--- config.mk ---
export PLATFORM = sky130hd
export DESIGN_NAME = xf_transform
export DESIGN_NICKNAME = d
export VERILOG_FILES = /design/src/rtl/xf_pkg.sv /design/src/rtl/xf_phase_gen.sv /design/src/rtl/xf_auto_decode.sv /design/src/rtl/xf_transform.sv
export VERILOG_INCLUDE_DIRS = /design/src /design/src/rtl
export SDC_FILE = /design/constraint.sdc
export NUM_CORES = 1
export LEC_CHECK = 0
export ABC_AREA = 1
export BUFFER_PORTS_ARGS = -buffer_cell sky130_fd_sc_hd__buf_4
export CORE_AREA = 8 8 99 101
export CTS_CLUSTER_DIAMETER = 150
export DETAILED_ROUTE_END_ITERATION = 12
export DIE_AREA = 0 0 107 109
export PLACE_DENSITY_LB_ADDON = 0.1
export SLEW_MARGIN = 5
export SYNTH_ARGS = -nofsm -noshare
export SYNTH_HDL_FRONTEND = slang
export SYNTH_SLANG_ARGS = --single-unit
--- constraint.sdc ---
create_clock -name I_CLK_SYS -period 2.1 [get_ports I_CLK_SYS]
set_clock_uncertainty 0.15 [all_clocks]
set_input_delay 0.42 -clock I_CLK_SYS [delete_from_list [all_inputs] [get_ports I_CLK_SYS]]
set_output_delay 0.42 -clock I_CLK_SYS [all_outputs]
set_load 0.01 [all_outputs]
--- src/rtl/xf_cfg.svh ---
`ifndef XF_CFG_SVH
`define XF_CFG_SVH

// ****************************************************************
// widths
// ****************************************************************
`define XF_IR_W 16
`define XF_DL_W 8
`define XF_SEL_W 4
`define XF_KN_SEL_W 3
`define XF_STB_W 7
`define XF_CMD_W 4

// ****************************************************************
// transform command field codes
// ****************************************************************
`define XF_CMD_NOP 4'h0
`define XF_CMD_TMA 4'h1
`define XF_CMD_TMAK 4'h2
`define XF_CMD_TK 4'h3
`define XF_CMD_TN 4'h4
`define XF_CMD_GIT_J 4'h5
`define XF_CMD_GIT_XT 4'h6

// ****************************************************************
// strobe field match, 011xxxx
// ****************************************************************
`define XF_STB_PAT 3'h3
`define XF_STB_HI 6
`define XF_STB_LO 4

// ****************************************************************
// selector positions and fixed figures
// ****************************************************************
`define XF_POS_ZERO 4'h5
`define XF_POS_SRC 4'h7
`define XF_POS_SK 4'h8
`define XF_POS_SH 4'h9
`define XF_POS_IR 4'ha
`define XF_POS_F 4'hb
`define XF_POS_IM 4'hc
`define XF_POS_F1 4'hd
`define XF_POS_F1A 4'he
`define XF_POS_FM 4'hf
`define XF_KN_AUTO 3'h7
`define XF_F_ZERO 4'h0
`define XF_F1_SK 4'h1
`define XF_F1_IR 4'h8
`define XF_F1_SH 4'hf
`define XF_IND_PAT 2'h0

`endif

--- src/rtl/xf_pkg.sv ---
`include "xf_cfg.svh"

package xf_pkg;

  // ****************************************************************
  // microinstruction fields seen by the transform
  // ****************************************************************
  typedef struct packed {
    logic [`XF_CMD_W-1:0] cmd;
    logic [`XF_STB_W-1:0] strobe;
    logic [`XF_SEL_W-1:0] j;
  } xf_mir_t;

  // ****************************************************************
  // decoded special conditions
  // ****************************************************************
  typedef struct packed {
    logic ind_b;
    logic prot_c;
    logic dz_d;
  } xf_cond_t;

  // ****************************************************************
  // microcycle timing phases
  // ****************************************************************
  typedef enum logic [3:0] {
    XF_T1 = 4'b0001,
    XF_T2 = 4'b0010,
    XF_T3 = 4'b0100,
    XF_T4 = 4'b1000
  } xf_phase_t;

endpackage : xf_pkg

--- src/rtl/xf_phase_gen.sv ---
`timescale 1ns/1ps

module xf_phase_gen
  import xf_pkg::*;
(
  // clock and reset
  input wire logic clk,
  input wire logic srst,
  // phase
  output logic t4
);

  xf_phase_t state_r;
  xf_phase_t state_nxt;

  // ****************************************************************
  // four phase microcycle
  // ****************************************************************
  always_comb
  begin
    case (state_r)
      XF_T1: state_nxt = XF_T2;
      XF_T2: state_nxt = XF_T3;
      XF_T3: state_nxt = XF_T4;
      XF_T4: state_nxt = XF_T1;
      default: state_nxt = XF_T1;
    endcase
  end

  always_ff @(posedge clk)
  begin
    if (srst)
      state_r <= XF_T1;
    else
      state_r <= state_nxt;
  end

  assign t4 = (state_r == XF_T4);
endmodule : xf_phase_gen

--- src/rtl/xf_auto_decode.sv ---
`timescale 1ns/1ps
`include "xf_cfg.svh"

module xf_auto_decode
  import xf_pkg::*;
(
  // held instruction
  input wire logic [`XF_IR_W-1:0] ir,
  input wire logic delta_zero,
  // selected position
  output logic [`XF_SEL_W-1:0] pos
);

  // ****************************************************************
  // automatic position, 8 through f only
  // ****************************************************************
  wire [3:0] f_op = ir[15:12];
  wire [3:0] f1 = ir[11:8];
  wire org_m_n = ir[3];
  logic [`XF_SEL_W-1:0] st_pos;
  logic [`XF_SEL_W-1:0] rg_pos;

  always_comb
  begin
    st_pos = `XF_POS_F1A;
    if (f1 == `XF_F_ZERO)
      st_pos = delta_zero ? `XF_POS_F1 : `XF_POS_F;
    else if (f1 < `XF_F1_IR && f1[2] == 1'b0)
      st_pos = (f1 == 4'h3 && !delta_zero) ? `XF_POS_FM : 
               (delta_zero ? `XF_POS_F1A : `XF_POS_F);
    else if (f1 < `XF_F1_IR)
      st_pos = `XF_POS_F1A;
    else if (f1 == `XF_F1_IR)
      st_pos = delta_zero ? `XF_POS_F1 : `XF_POS_F;
    else if (f1[3:2] == 2'h2)
      st_pos = `XF_POS_F1;
    else
      st_pos = delta_zero ? `XF_POS_FM : `XF_POS_F1A;
  end

  assign rg_pos = (f1 == `XF_F1_SK) ? `XF_POS_SK :
                  (f1 == `XF_F1_SH) ? `XF_POS_SH :
                  (f1 == `XF_F1_IR) ? (org_m_n ? `XF_POS_IR : `XF_POS_IM) :
                  `XF_POS_F1;
  assign pos = (f_op == `XF_F_ZERO) ? rg_pos : st_pos;

endmodule : xf_auto_decode

--- src/rtl/xf_transform.sv ---
// Functional notes
// - 16-bit instruction hold from macro memory
// - read then gate command loads instruction
// - strobe field 011xxxx gives T4 load strobe
// - held instruction feeds selectors and decoders
// - 8-bit delta hold from macro memory
// - delta loads only under gate-then-auto
// - delta feeds address and k/n selectors
// - address selector 8 bits, 16 positions
// - position equals j, auto for gate-auto
// - auto picks positions 8 through f
// - select lines from j else decoder
// - 8-f basic, others enhanced set
// - patterns from constants, registers, source, conditions
// - positions 0-4 interrupt through commercial dispatch
// - 5 zero, 6 mode, 7 source low
// - 8 skip, 9 shift, a inter-register
// - b opcode, c memory origin, d-f modes
// - enhanced dispatch through position d
// - decode indirect, protect, delta-zero conditions
// - k/n selector 8 bits, 8 positions
// - k/n position from low three bits
// - gate-auto loads k from position 7
`timescale 1ns/1ps
`include "xf_cfg.svh"

module xf_transform
  import xf_pkg::*;
#(
  parameter int IR_W = `XF_IR_W,
  parameter int DL_W = `XF_DL_W
)
(
  // clock and reset
  input wire logic I_CLK_SYS,
  input wire logic I_SRST,
  // macro memory and cpu
  input wire logic [IR_W-1:0] i_mem_rd_data,
  input wire logic [IR_W-1:0] i_cpu_src,
  // microinstruction
  input wire xf_mir_t i_mir,
  // special condition inputs
  input wire logic i_protect_violation,
  input wire logic i_multilevel_ind,
  // hold registers
  output logic [IR_W-1:0] o_instr_hold,
  output logic [DL_W-1:0] o_delta_hold,
  // address result
  output logic [7:0] o_micro_address,
  output logic o_ma_valid,
  // k and n result
  output logic [7:0] o_kn_value,
  output logic o_k_load,
  output logic o_n_load,
  // strobes and status
  output logic o_sync_strobe,
  output logic o_auto_gate,
  output xf_cond_t o_cond
);

  // ****************************************************************
  // timing
  // ****************************************************************
  logic t4;

  xf_phase_gen u_phase (
    .clk(I_CLK_SYS),
    .srst(I_SRST),
    .t4(t4)
  );

  // ****************************************************************
  // command decode
  // ****************************************************************
  wire cmd_git_j = (i_mir.cmd == `XF_CMD_GIT_J);
  wire cmd_git_xt = (i_mir.cmd == `XF_CMD_GIT_XT);
  wire stb_hit = (i_mir.strobe[`XF_STB_HI:`XF_STB_LO] == `XF_STB_PAT);
  wire ir_load = t4 & (cmd_git_j | cmd_git_xt | stb_hit);
  wire dl_load = t4 & cmd_git_xt;
  wire ma_cmd = (i_mir.cmd == `XF_CMD_TMA) | (i_mir.cmd == `XF_CMD_TMAK) |
                cmd_git_j | cmd_git_xt;
  wire k_cmd = (i_mir.cmd == `XF_CMD_TK) | (i_mir.cmd == `XF_CMD_TMAK) |
               cmd_git_j | cmd_git_xt;
  wire n_cmd = (i_mir.cmd == `XF_CMD_TN);

  // ****************************************************************
  // hold registers
  // ****************************************************************
  logic [IR_W-1:0] ir_r;
  logic [DL_W-1:0] dl_r;
  logic [IR_W-1:0] ir_nxt;
  logic [DL_W-1:0] dl_nxt;

  assign ir_nxt = ir_load ? i_mem_rd_data : ir_r;
  assign dl_nxt = dl_load ? i_mem_rd_data[DL_W-1:0] : dl_r;

  always_ff @(posedge I_CLK_SYS)
  begin
    if (I_SRST)
    begin
      ir_r <= '0;
      dl_r <= '0;
    end
    else
    begin
      ir_r <= ir_nxt;
      dl_r <= dl_nxt;
    end
  end

  // ****************************************************************
  // latched command for the step after t4
  // ****************************************************************
  logic step_r;
  logic ma_r;
  logic k_r;
  logic n_r;
  logic xt_r;
  logic [`XF_SEL_W-1:0] j_r;

  always_ff @(posedge I_CLK_SYS)
  begin
    if (I_SRST)
    begin
      step_r <= 1'b0;
      ma_r <= 1'b0;
      k_r <= 1'b0;
      n_r <= 1'b0;
      xt_r <= 1'b0;
      j_r <= '0;
    end
    else
    begin
      step_r <= t4;
      ma_r <= t4 & ma_cmd;
      k_r <= t4 & k_cmd;
      n_r <= t4 & n_cmd;
      xt_r <= t4 & cmd_git_xt;
      j_r <= t4 ? i_mir.j : j_r;
    end
  end

  // ****************************************************************
  // special conditions
  // ****************************************************************
  wire [3:0] f1 = ir_r[11:8];
  wire cond_b = (f1[3:2] == `XF_IND_PAT) | i_multilevel_ind;
  wire cond_c = i_protect_violation;
  wire cond_d = (dl_r == '0) | cond_c;
  wire f_zero = (ir_r[15:12] == `XF_F_ZERO);

  // ****************************************************************
  // position select
  // ****************************************************************
  logic [`XF_SEL_W-1:0] auto_pos;

  xf_auto_decode u_auto (
    .ir(ir_r),
    .delta_zero(dl_r == '0),
    .pos(auto_pos)
  );

  wire [`XF_SEL_W-1:0] ma_sel = xt_r ? auto_pos : j_r;
  wire [`XF_KN_SEL_W-1:0] kn_sel = xt_r ? `XF_KN_AUTO : j_r[`XF_KN_SEL_W-1:0];

  // ****************************************************************
  // address selector patterns
  // ****************************************************************
  function automatic logic [7:0] ma_pat(input logic [3:0] sel,
                                        input logic [15:0] ir,
                                        input logic [7:0] dl,
                                        input logic [15:0] src,
                                        input logic fz,
                                        input xf_cond_t cd);
    case (sel)
      4'h0: ma_pat = {4'h9, dl[3:0]};
      4'h1: ma_pat = {5'h17, dl[4:3], 1'b0};
      4'h2: ma_pat = {5'h1b, dl[2:0]};
      4'h3: ma_pat = {5'h07, dl[2:0]};
      4'h4: ma_pat = {3'h7, dl[4:0]};
      4'h5: ma_pat = 8'h00;
      4'h6: ma_pat = {4'h6, ir[11:8]};
      4'h7: ma_pat = src[7:0];
      4'h8: ma_pat = {3'h6, dl[7:4], 1'b0};
      4'h9: ma_pat = {5'h16, dl[7:5]};
      4'ha: ma_pat = {4'he, ir[3:0]};
      4'hb: ma_pat = {3'h4, ir[15:12], 1'b0};
      4'hc: ma_pat = {4'hf, dl[7:4]};
      4'hd: ma_pat = {2'h1, fz, ir[11:8], (dl == 8'h00)};
      4'he: ma_pat = {5'h14, cd.ind_b, ir[9:8]};
      default: ma_pat = {6'h2e, cd.prot_c, cd.dz_d};
    endcase
  endfunction : ma_pat

  // ****************************************************************
  // k/n selector patterns
  // ****************************************************************
  function automatic logic [7:0] kn_pat(input logic [2:0] sel,
                                        input logic [15:0] ir,
                                        input logic [7:0] dl);
    case (sel)
      3'h0: kn_pat = dl;
      3'h1: kn_pat = ir[15:8];
      3'h2: kn_pat = {4'h0, dl[3:0]};
      3'h3: kn_pat = {4'h0, dl[7:4]};
      3'h4: kn_pat = {5'h00, ir[2:0]};
      3'h5: kn_pat = {5'h00, ir[6:4]};
      3'h6: kn_pat = {4'h0, ir[15:12]};
      default: kn_pat = {4'h0, ir[11:8]};
    endcase
  endfunction : kn_pat

  xf_cond_t cond_w;
  assign cond_w = '{ind_b: cond_b, prot_c: cond_c, dz_d: cond_d};
  wire [7:0] ma_w = ma_pat(ma_sel, ir_r, dl_r, i_cpu_src, f_zero, cond_w);
  wire [7:0] kn_w = kn_pat(kn_sel, ir_r, dl_r);

  // ****************************************************************
  // registered outputs
  // ****************************************************************
  always_ff @(posedge I_CLK_SYS)
  begin
    if (I_SRST)
    begin
      o_micro_address <= 8'h00;
      o_ma_valid <= 1'b0;
      o_kn_value <= 8'h00;
      o_k_load <= 1'b0;
      o_n_load <= 1'b0;
      o_sync_strobe <= 1'b0;
      o_auto_gate <= 1'b0;
      o_cond <= '0;
    end
    else
    begin
      o_micro_address <= (step_r & ma_r) ? ma_w : o_micro_address;
      o_ma_valid <= step_r & ma_r;
      o_kn_value <= (step_r & (k_r | n_r)) ? kn_w : o_kn_value;
      o_k_load <= step_r & k_r;
      o_n_load <= step_r & n_r;
      o_sync_strobe <= t4 & stb_hit;
      o_auto_gate <= dl_load;
      o_cond <= cond_w;
    end
  end

  assign o_instr_hold = ir_r;
  assign o_delta_hold = dl_r;
endmodule : xf_transform

### After elaboration in Yosys (flattened, before gate mapping)

Cells that the tools add are included.
W data, S select, Z words.

* reduce and logical (&&, ||, !) cells: 9
* $mul: 0
* $add $sub $neg: 0
* bitwise logic cells: 22
* shift operators: 0
* magnitude comparators: 1
* eq/ne operators: 36
* muxes and demuxes: 19
* divide/modulo/power cells: 0

Operators with widths (count)
* $pmux W8 S15: 1
* $pmux W8 S7: 1
* $mux W4: 11
* $eq A4 B4 Y1 const B: 10
* $eq A4 B3 Y1 const B: 8
* $eq A4 B2 Y1 const B: 6
* $eq A4 B1 Y1 const B: 4
* $logic_not A4 Y1: 3
* $mux W3: 4
* $pmux W4 S3: 1
* $or A1 B1 Y1: 11
* $and A1 B1 Y1: 10
* $eq A3 B2 Y1 const B: 3
* $eq A3 B3 Y1 const B: 3
* $logic_not A8 Y1: 1
* $lt A4 B4 Y1 const B: 1
* $eq A3 B1 Y1 const B: 1
* $logic_not A3 Y1: 1
* $eq A2 B2 Y1 const B: 1
* $logic_and A1 B1 Y1: 2
* $logic_not A2 Y1: 1
* $logic_not A1 Y1: 1
* $mux W1: 1
* $not A1 Y1: 1

* memories: 0
* bits of input ports: 51
* RAM bits: 0
* flip-flop bits (word level): 60
* bits in latches: 0
* ROM bits: 0
* output and inout port bits: 48

### Longest topological paths before layout

* depth in word-level cells: 11
* mapped depth: 17

### By module

Synthesis repeated with hierarchy kept, for this count alone.

* cell total of the unflattened synthesis: 482
* area, all modules: 3166.8 sq um

By module, submodules not included
* xf_transform: area each 2847.7 sq um, seq. area each 1121.1 sq um, times used 1, cells each 421
* xf_auto_decode: area each 172.7 sq um, seq. area each 0.0 sq um, times used 1, cells each 40
* xf_phase_gen: area each 146.4 sq um, seq. area each 80.1 sq um, times used 1, cells each 21

### Least setup slack after synthesis

OpenSTA, ideal clock, no wires.

* kind: reg2reg
* from: register ir_r[11], in the netlist o_instr_hold[11]
* to: register o_micro_address[3]
* setup slack: 135 ps
* data required time: 1841 ps
* path buffers: 0
* cell stages (with the launch flop): 18
* library setup time: 109 ps
* arrival: 1706 ps
* cells stage by stage: dfxtp_1 -> inv_2 -> nor2_2 -> nand2_2 -> nor2_1 -> nor2_1 -> nand2_1 -> nand2_2 -> nand2_4 -> nand2_8 -> nand2_1 -> inv_2 -> nand2_1 -> nor2_1 -> nor3_2 -> nand3_1 -> nand2_1 -> inv_1

* longest elaborated chain between the ends: 10

Ends and longest elaborated chain
* from (decl): line xf_transform.sv:89 `logic [IR_W-1:0] ir_r;`
* from (signal assigned): line xf_transform.sv:106 `ir_r <= ir_nxt;`
* $eq A2 B2 Y1: line xf_auto_decode.sv:35 `else if (f1[3:2] == 2'h2)`
* $mux W4: line xf_auto_decode.sv:35
* $mux W4: line xf_auto_decode.sv:33 `` else if (f1 == `XF_F1_IR) ``
* $mux W4: line xf_auto_decode.sv:31 `` else if (f1 < `XF_F1_IR) ``
* $mux W4: line xf_auto_decode.sv:28 `` else if (f1 < `XF_F1_IR && f1[2] == 1'b0) ``
* $mux W4: line xf_auto_decode.sv:26 `` if (f1 == `XF_F_ZERO) ``
* $mux W4: line xf_auto_decode.sv:45 `` assign pos = (f_op == `XF_F_ZERO) ? rg_pos : st_pos; ``
* $mux W4: line xf_transform.sv:163 `` wire [`XF_SEL_W-1:0] ma_sel = xt_r ? auto_pos : j_r; ``
* $eq A4 B4 Y1 (tied with other cells): line xf_transform.sv:175 `case (sel)`
* $pmux W8 S15 *: line xf_transform.sv:175
* to (signal assigned): line xf_transform.sv:236 `o_micro_address <= (step_r & ma_r) ? ma_w : o_micro_address;`
* to (decl): line xf_transform.sv:49 `output logic [7:0] o_micro_address,`

Every way passes the cells marked *; elsewhere a longest branch is shown, timed or not.
A chain may end at the register's enable or synchronous reset.

### Worst setup path in the final report

* from: register dl_r[5], in the netlist o_delta_hold[5]
* to: register o_micro_address[2]

* longest elaborated chain between the ends: 11

Ends and longest elaborated chain
* from (decl): line xf_transform.sv:90 `logic [DL_W-1:0] dl_r;`
* from (signal assigned): line xf_transform.sv:107 `dl_r <= dl_nxt;`
* $logic_not A8 Y1: line xf_transform.sv:159 `.delta_zero(dl_r == '0),`
* $mux W1 (no source line)
* $mux W4: line xf_auto_decode.sv:35
* $mux W4: line xf_auto_decode.sv:33
* $mux W4: line xf_auto_decode.sv:31
* $mux W4: line xf_auto_decode.sv:28
* $mux W4: line xf_auto_decode.sv:26
* $mux W4: line xf_auto_decode.sv:45
* $mux W4: line xf_transform.sv:163
* $eq A4 B4 Y1 (tied with other cells): line xf_transform.sv:175
* $pmux W8 S15 *: line xf_transform.sv:175

Marked as above.

==> flow_summary.ini <==
[setup_path]
path_class = flop to flop
max_stage_delay_ns = 0.33
worst_ep_arrival_time_ns = 2.32
crit_chain = nor2_2 > nand2_2 > nor2_4 > nor2_2 > nor2_1 > nand2_1 > nand2_2 > nand2_4 > nand2_8 > buf_4 > nand3_4 > a21oi_2 > nor2_4 > nand3_2 > nand2_2 > a21oi_2
rrSetupSlack_ns = -0.08
path_max_fanout = 8
timing.critical_path.mode_cell = nand2_2
r2r_start = o_delta_hold[5]
cp.required_ns = 2.24
r2r_end = o_micro_address[2]
crit_path_start_kind = flop
worst_setup_path_end_kind = flop
reg2reg_depth = 16
crit_slowest_cell = dfxtp_2

[timing]
maxSlewHeadroom = 0.565
finalWorstSetupSlack_ns = -0.0769
post-route-period-util = 1.04
rsz0062_at_grt = yes
worst_slew_pin_slew_ns = 0.646
hold_viol = 0
layout_min_cycle_time_ns = 2.18
maxSlewViolCount = 0
fmax_ghz = 0.459
setup_violations = 4

[run_status]
status = finished, violations left
violations = negative setup slack

[cts]
tritoncts = done
hold_buffers = 0
cts_htree_levels = 3
cts-root-buf = clkbuf_8
clkLatencyLatePin_ns = 0.35
clock_path_buffers = 2
numCtsBuffers = 9
clk_pin_slew_ns = 0.08
cts_sinks = 60

[global_routing]
grt_max_degree = 33
grt_usage = 0.199
grt_pass1_wl_um = 18000
antenna_found_initial = 0
grt_overflow = 0
grt_pass1_vias = 3612

[yosys]
netlist_instances = 478
synth-edff-count = 0
synth.distinct_cells = 34
yosysWarnings = 0
seq_area_frac_synth = 0.374
syn_area_per_cell_sq_um = 6.72
syn_area_sq_um = 3210
synth_top_area_share = 0.374
synth_area_leaders = dfxtp_1 37%, nand2_1 11%, nor2_1 8.8%, o21ai_0 7.6%, a21oi_1 5.9%
ys_seq_elements = 60
yosysTopAreaCell = dfxtp_1
async_flop_share = 0
syn_nets = 529
synth_ff_type = dfxtp_1

[placed_design]
dpl_cell_area_sq_um = 4370
dp_cells = 716
gp_congestion = 0.864
place_hpwl_um = 9190
portBuffers = 86

[finish]
final_cell_mix = 149 x buf_4, 76 x nand2_1, 63 x nor2_1, 51 x dfxtp_1, 45 x o21ai_0
area_growth_pct = 53.2
stdcell_area_sq_um = 4920
nNetsFinal = 682
diodes = 0
drive_gt1_frac = 0.417
final_common_cell = buf_4
fin_cells = 744

[pwr]
finalPower_mw = 2.49
seqPwrFrac = 0.466
p_clk_frac = 0.479
peakVddDrop_mv = 0.345
power_density_nw_per_um2 = 506
swShare = 0.226
pwr-share-comb = 0.055
p_leak_nw = 2.25
p_sw_mw = 0.562
intPower_mw = 1.93

[floorplanning]
top_level_ports = 99
core_sq_um = 8380
fp.dieH_um = 109
dieWidth_um = 107
start_util = 0.383
dieArea_sq_um = 11700
num_rows = 34

[worst_hold_path]
holdPathStages = 2
min_from = i_mir[12]
hold_end = n_r
min_path_type = input port to flop

[routing]
first_pass_iters = 4
wl_per_cell_um = 15.9
drt_iter0_drc = 245
vias_per_cell = 5.00
ant_nets = 0
vias = 3718
drcViolationCount = 0
routed_wl_um = 11800

[job]
max-cap-violations = 0
-- worst max-delay path, delay by kind of cell, from the launching register on --
family / cells / cell delay, ns
and+or+nand+nor: 13 / 1.17
AOI/OAI and AO/OA: 2 / 0.34
DFF: 1 / 0.33
buffers and inverters: 1 / 0.14
-- stage by stage --
stage / utilization / worst slack, ns / setup TNS (ns) / hold WS [ns]
after floorplan: - / 0.135 / 0 / 0.263
final: 0.587 / -0.0769 / -0.217 / 0.112
after CTS: 0.566 / -0.0308 / -0.0606 / 0.0942
after global routing: 0.587 / -0.181 / -0.865 / 0.0940
after global placement: 0.521 / -0.139 / -0.681 / 0.272
after detailed placement: 0.521 / -0.135 / -0.670 / 0.279
-- Yosys cell counts, drive strengths merged, types with 3 or more instances --
library cell  count
dfxtp            60
clkbuf            9
nor3             12
a31oi             3
nand4             8
nand3            25
nor2             87
inv              57
nand2           105
o22ai             9
o21ai            50
a21oi            40
a2111oi           3
buf               3
-- worst max path at each step --
stage,start,endpoint,depth (start not counted)
4_1_cts,o_instr_hold[10],o_micro_address[3],16
6_report,o_delta_hold[5],o_micro_address[2],16
3_3_place_gp,o_instr_hold[11],o_micro_address[1],15
5_1_grt,o_instr_hold[11],o_micro_address[3],15
2_1_floorplan,o_instr_hold[11],o_micro_address[3],17
3_5_place_dp,o_instr_hold[10],o_micro_address[2],14
-- layer usage --
layer  vias up  track usage  wire length [um]
met1      1704        0.234              4990
met4         0       0.0874               317
met2        96        0.338              5810
met3        27       0.0496               686
met5         -            0                 0
li1       1891            -                 -
-- flip-flops by register name, summed over array words and instances, names as in the netlist, 3 cells and up --
name             count
o_instr_hold        16
o_delta_hold         8
o_kn_value           8
o_micro_address      8
j_r                  4
u_phase.state_r      4
o_cond               3
-- logic make-up (layout without fill, tap and decap cells) --
family	after synthesis	in the layout	synth area share
AOI/OAI and AO/OA	106	106	0.177
buffers and inverters	70	228	0.0869
DFF	60	60	0.374
and+or+nand+nor	242	242	0.362
-- area by class of cell --
| class | instances | area [sq um] |
|---|---|---|
| Multi-Input combinational cell | 348 | 1930 |
| Clock inverter | 5 | 85.1 |
| Sequential cell | 60 | 1220 |
| Timing Repair Buffer | 154 | 1180 |
| Inverter | 58 | 228 |
| Fill cell | 820 | 3460 |
| Tap cell | 108 | 135 |
| Clock buffer | 11 | 141 |
-- power by group through the flow --
stage	logic [mW]	clock network (mW)	registers [mW]
final	0.137	1.19	1.16
after floorplan	0.0506	0	1.19
after global placement	0.131	0	1.19
after CTS	0.136	1.21	1.16
after detailed placement	0.134	0	1.19
after global routing	0.149	1.27	1.16
-- timing repair --
action                     CTS  global route
buffers inserted             8             4
setup endpoints to repair    8            11
resized for setup           25            55
pin swaps                   11            31
No activity file was read; power rests on OpenSTA's default activity.
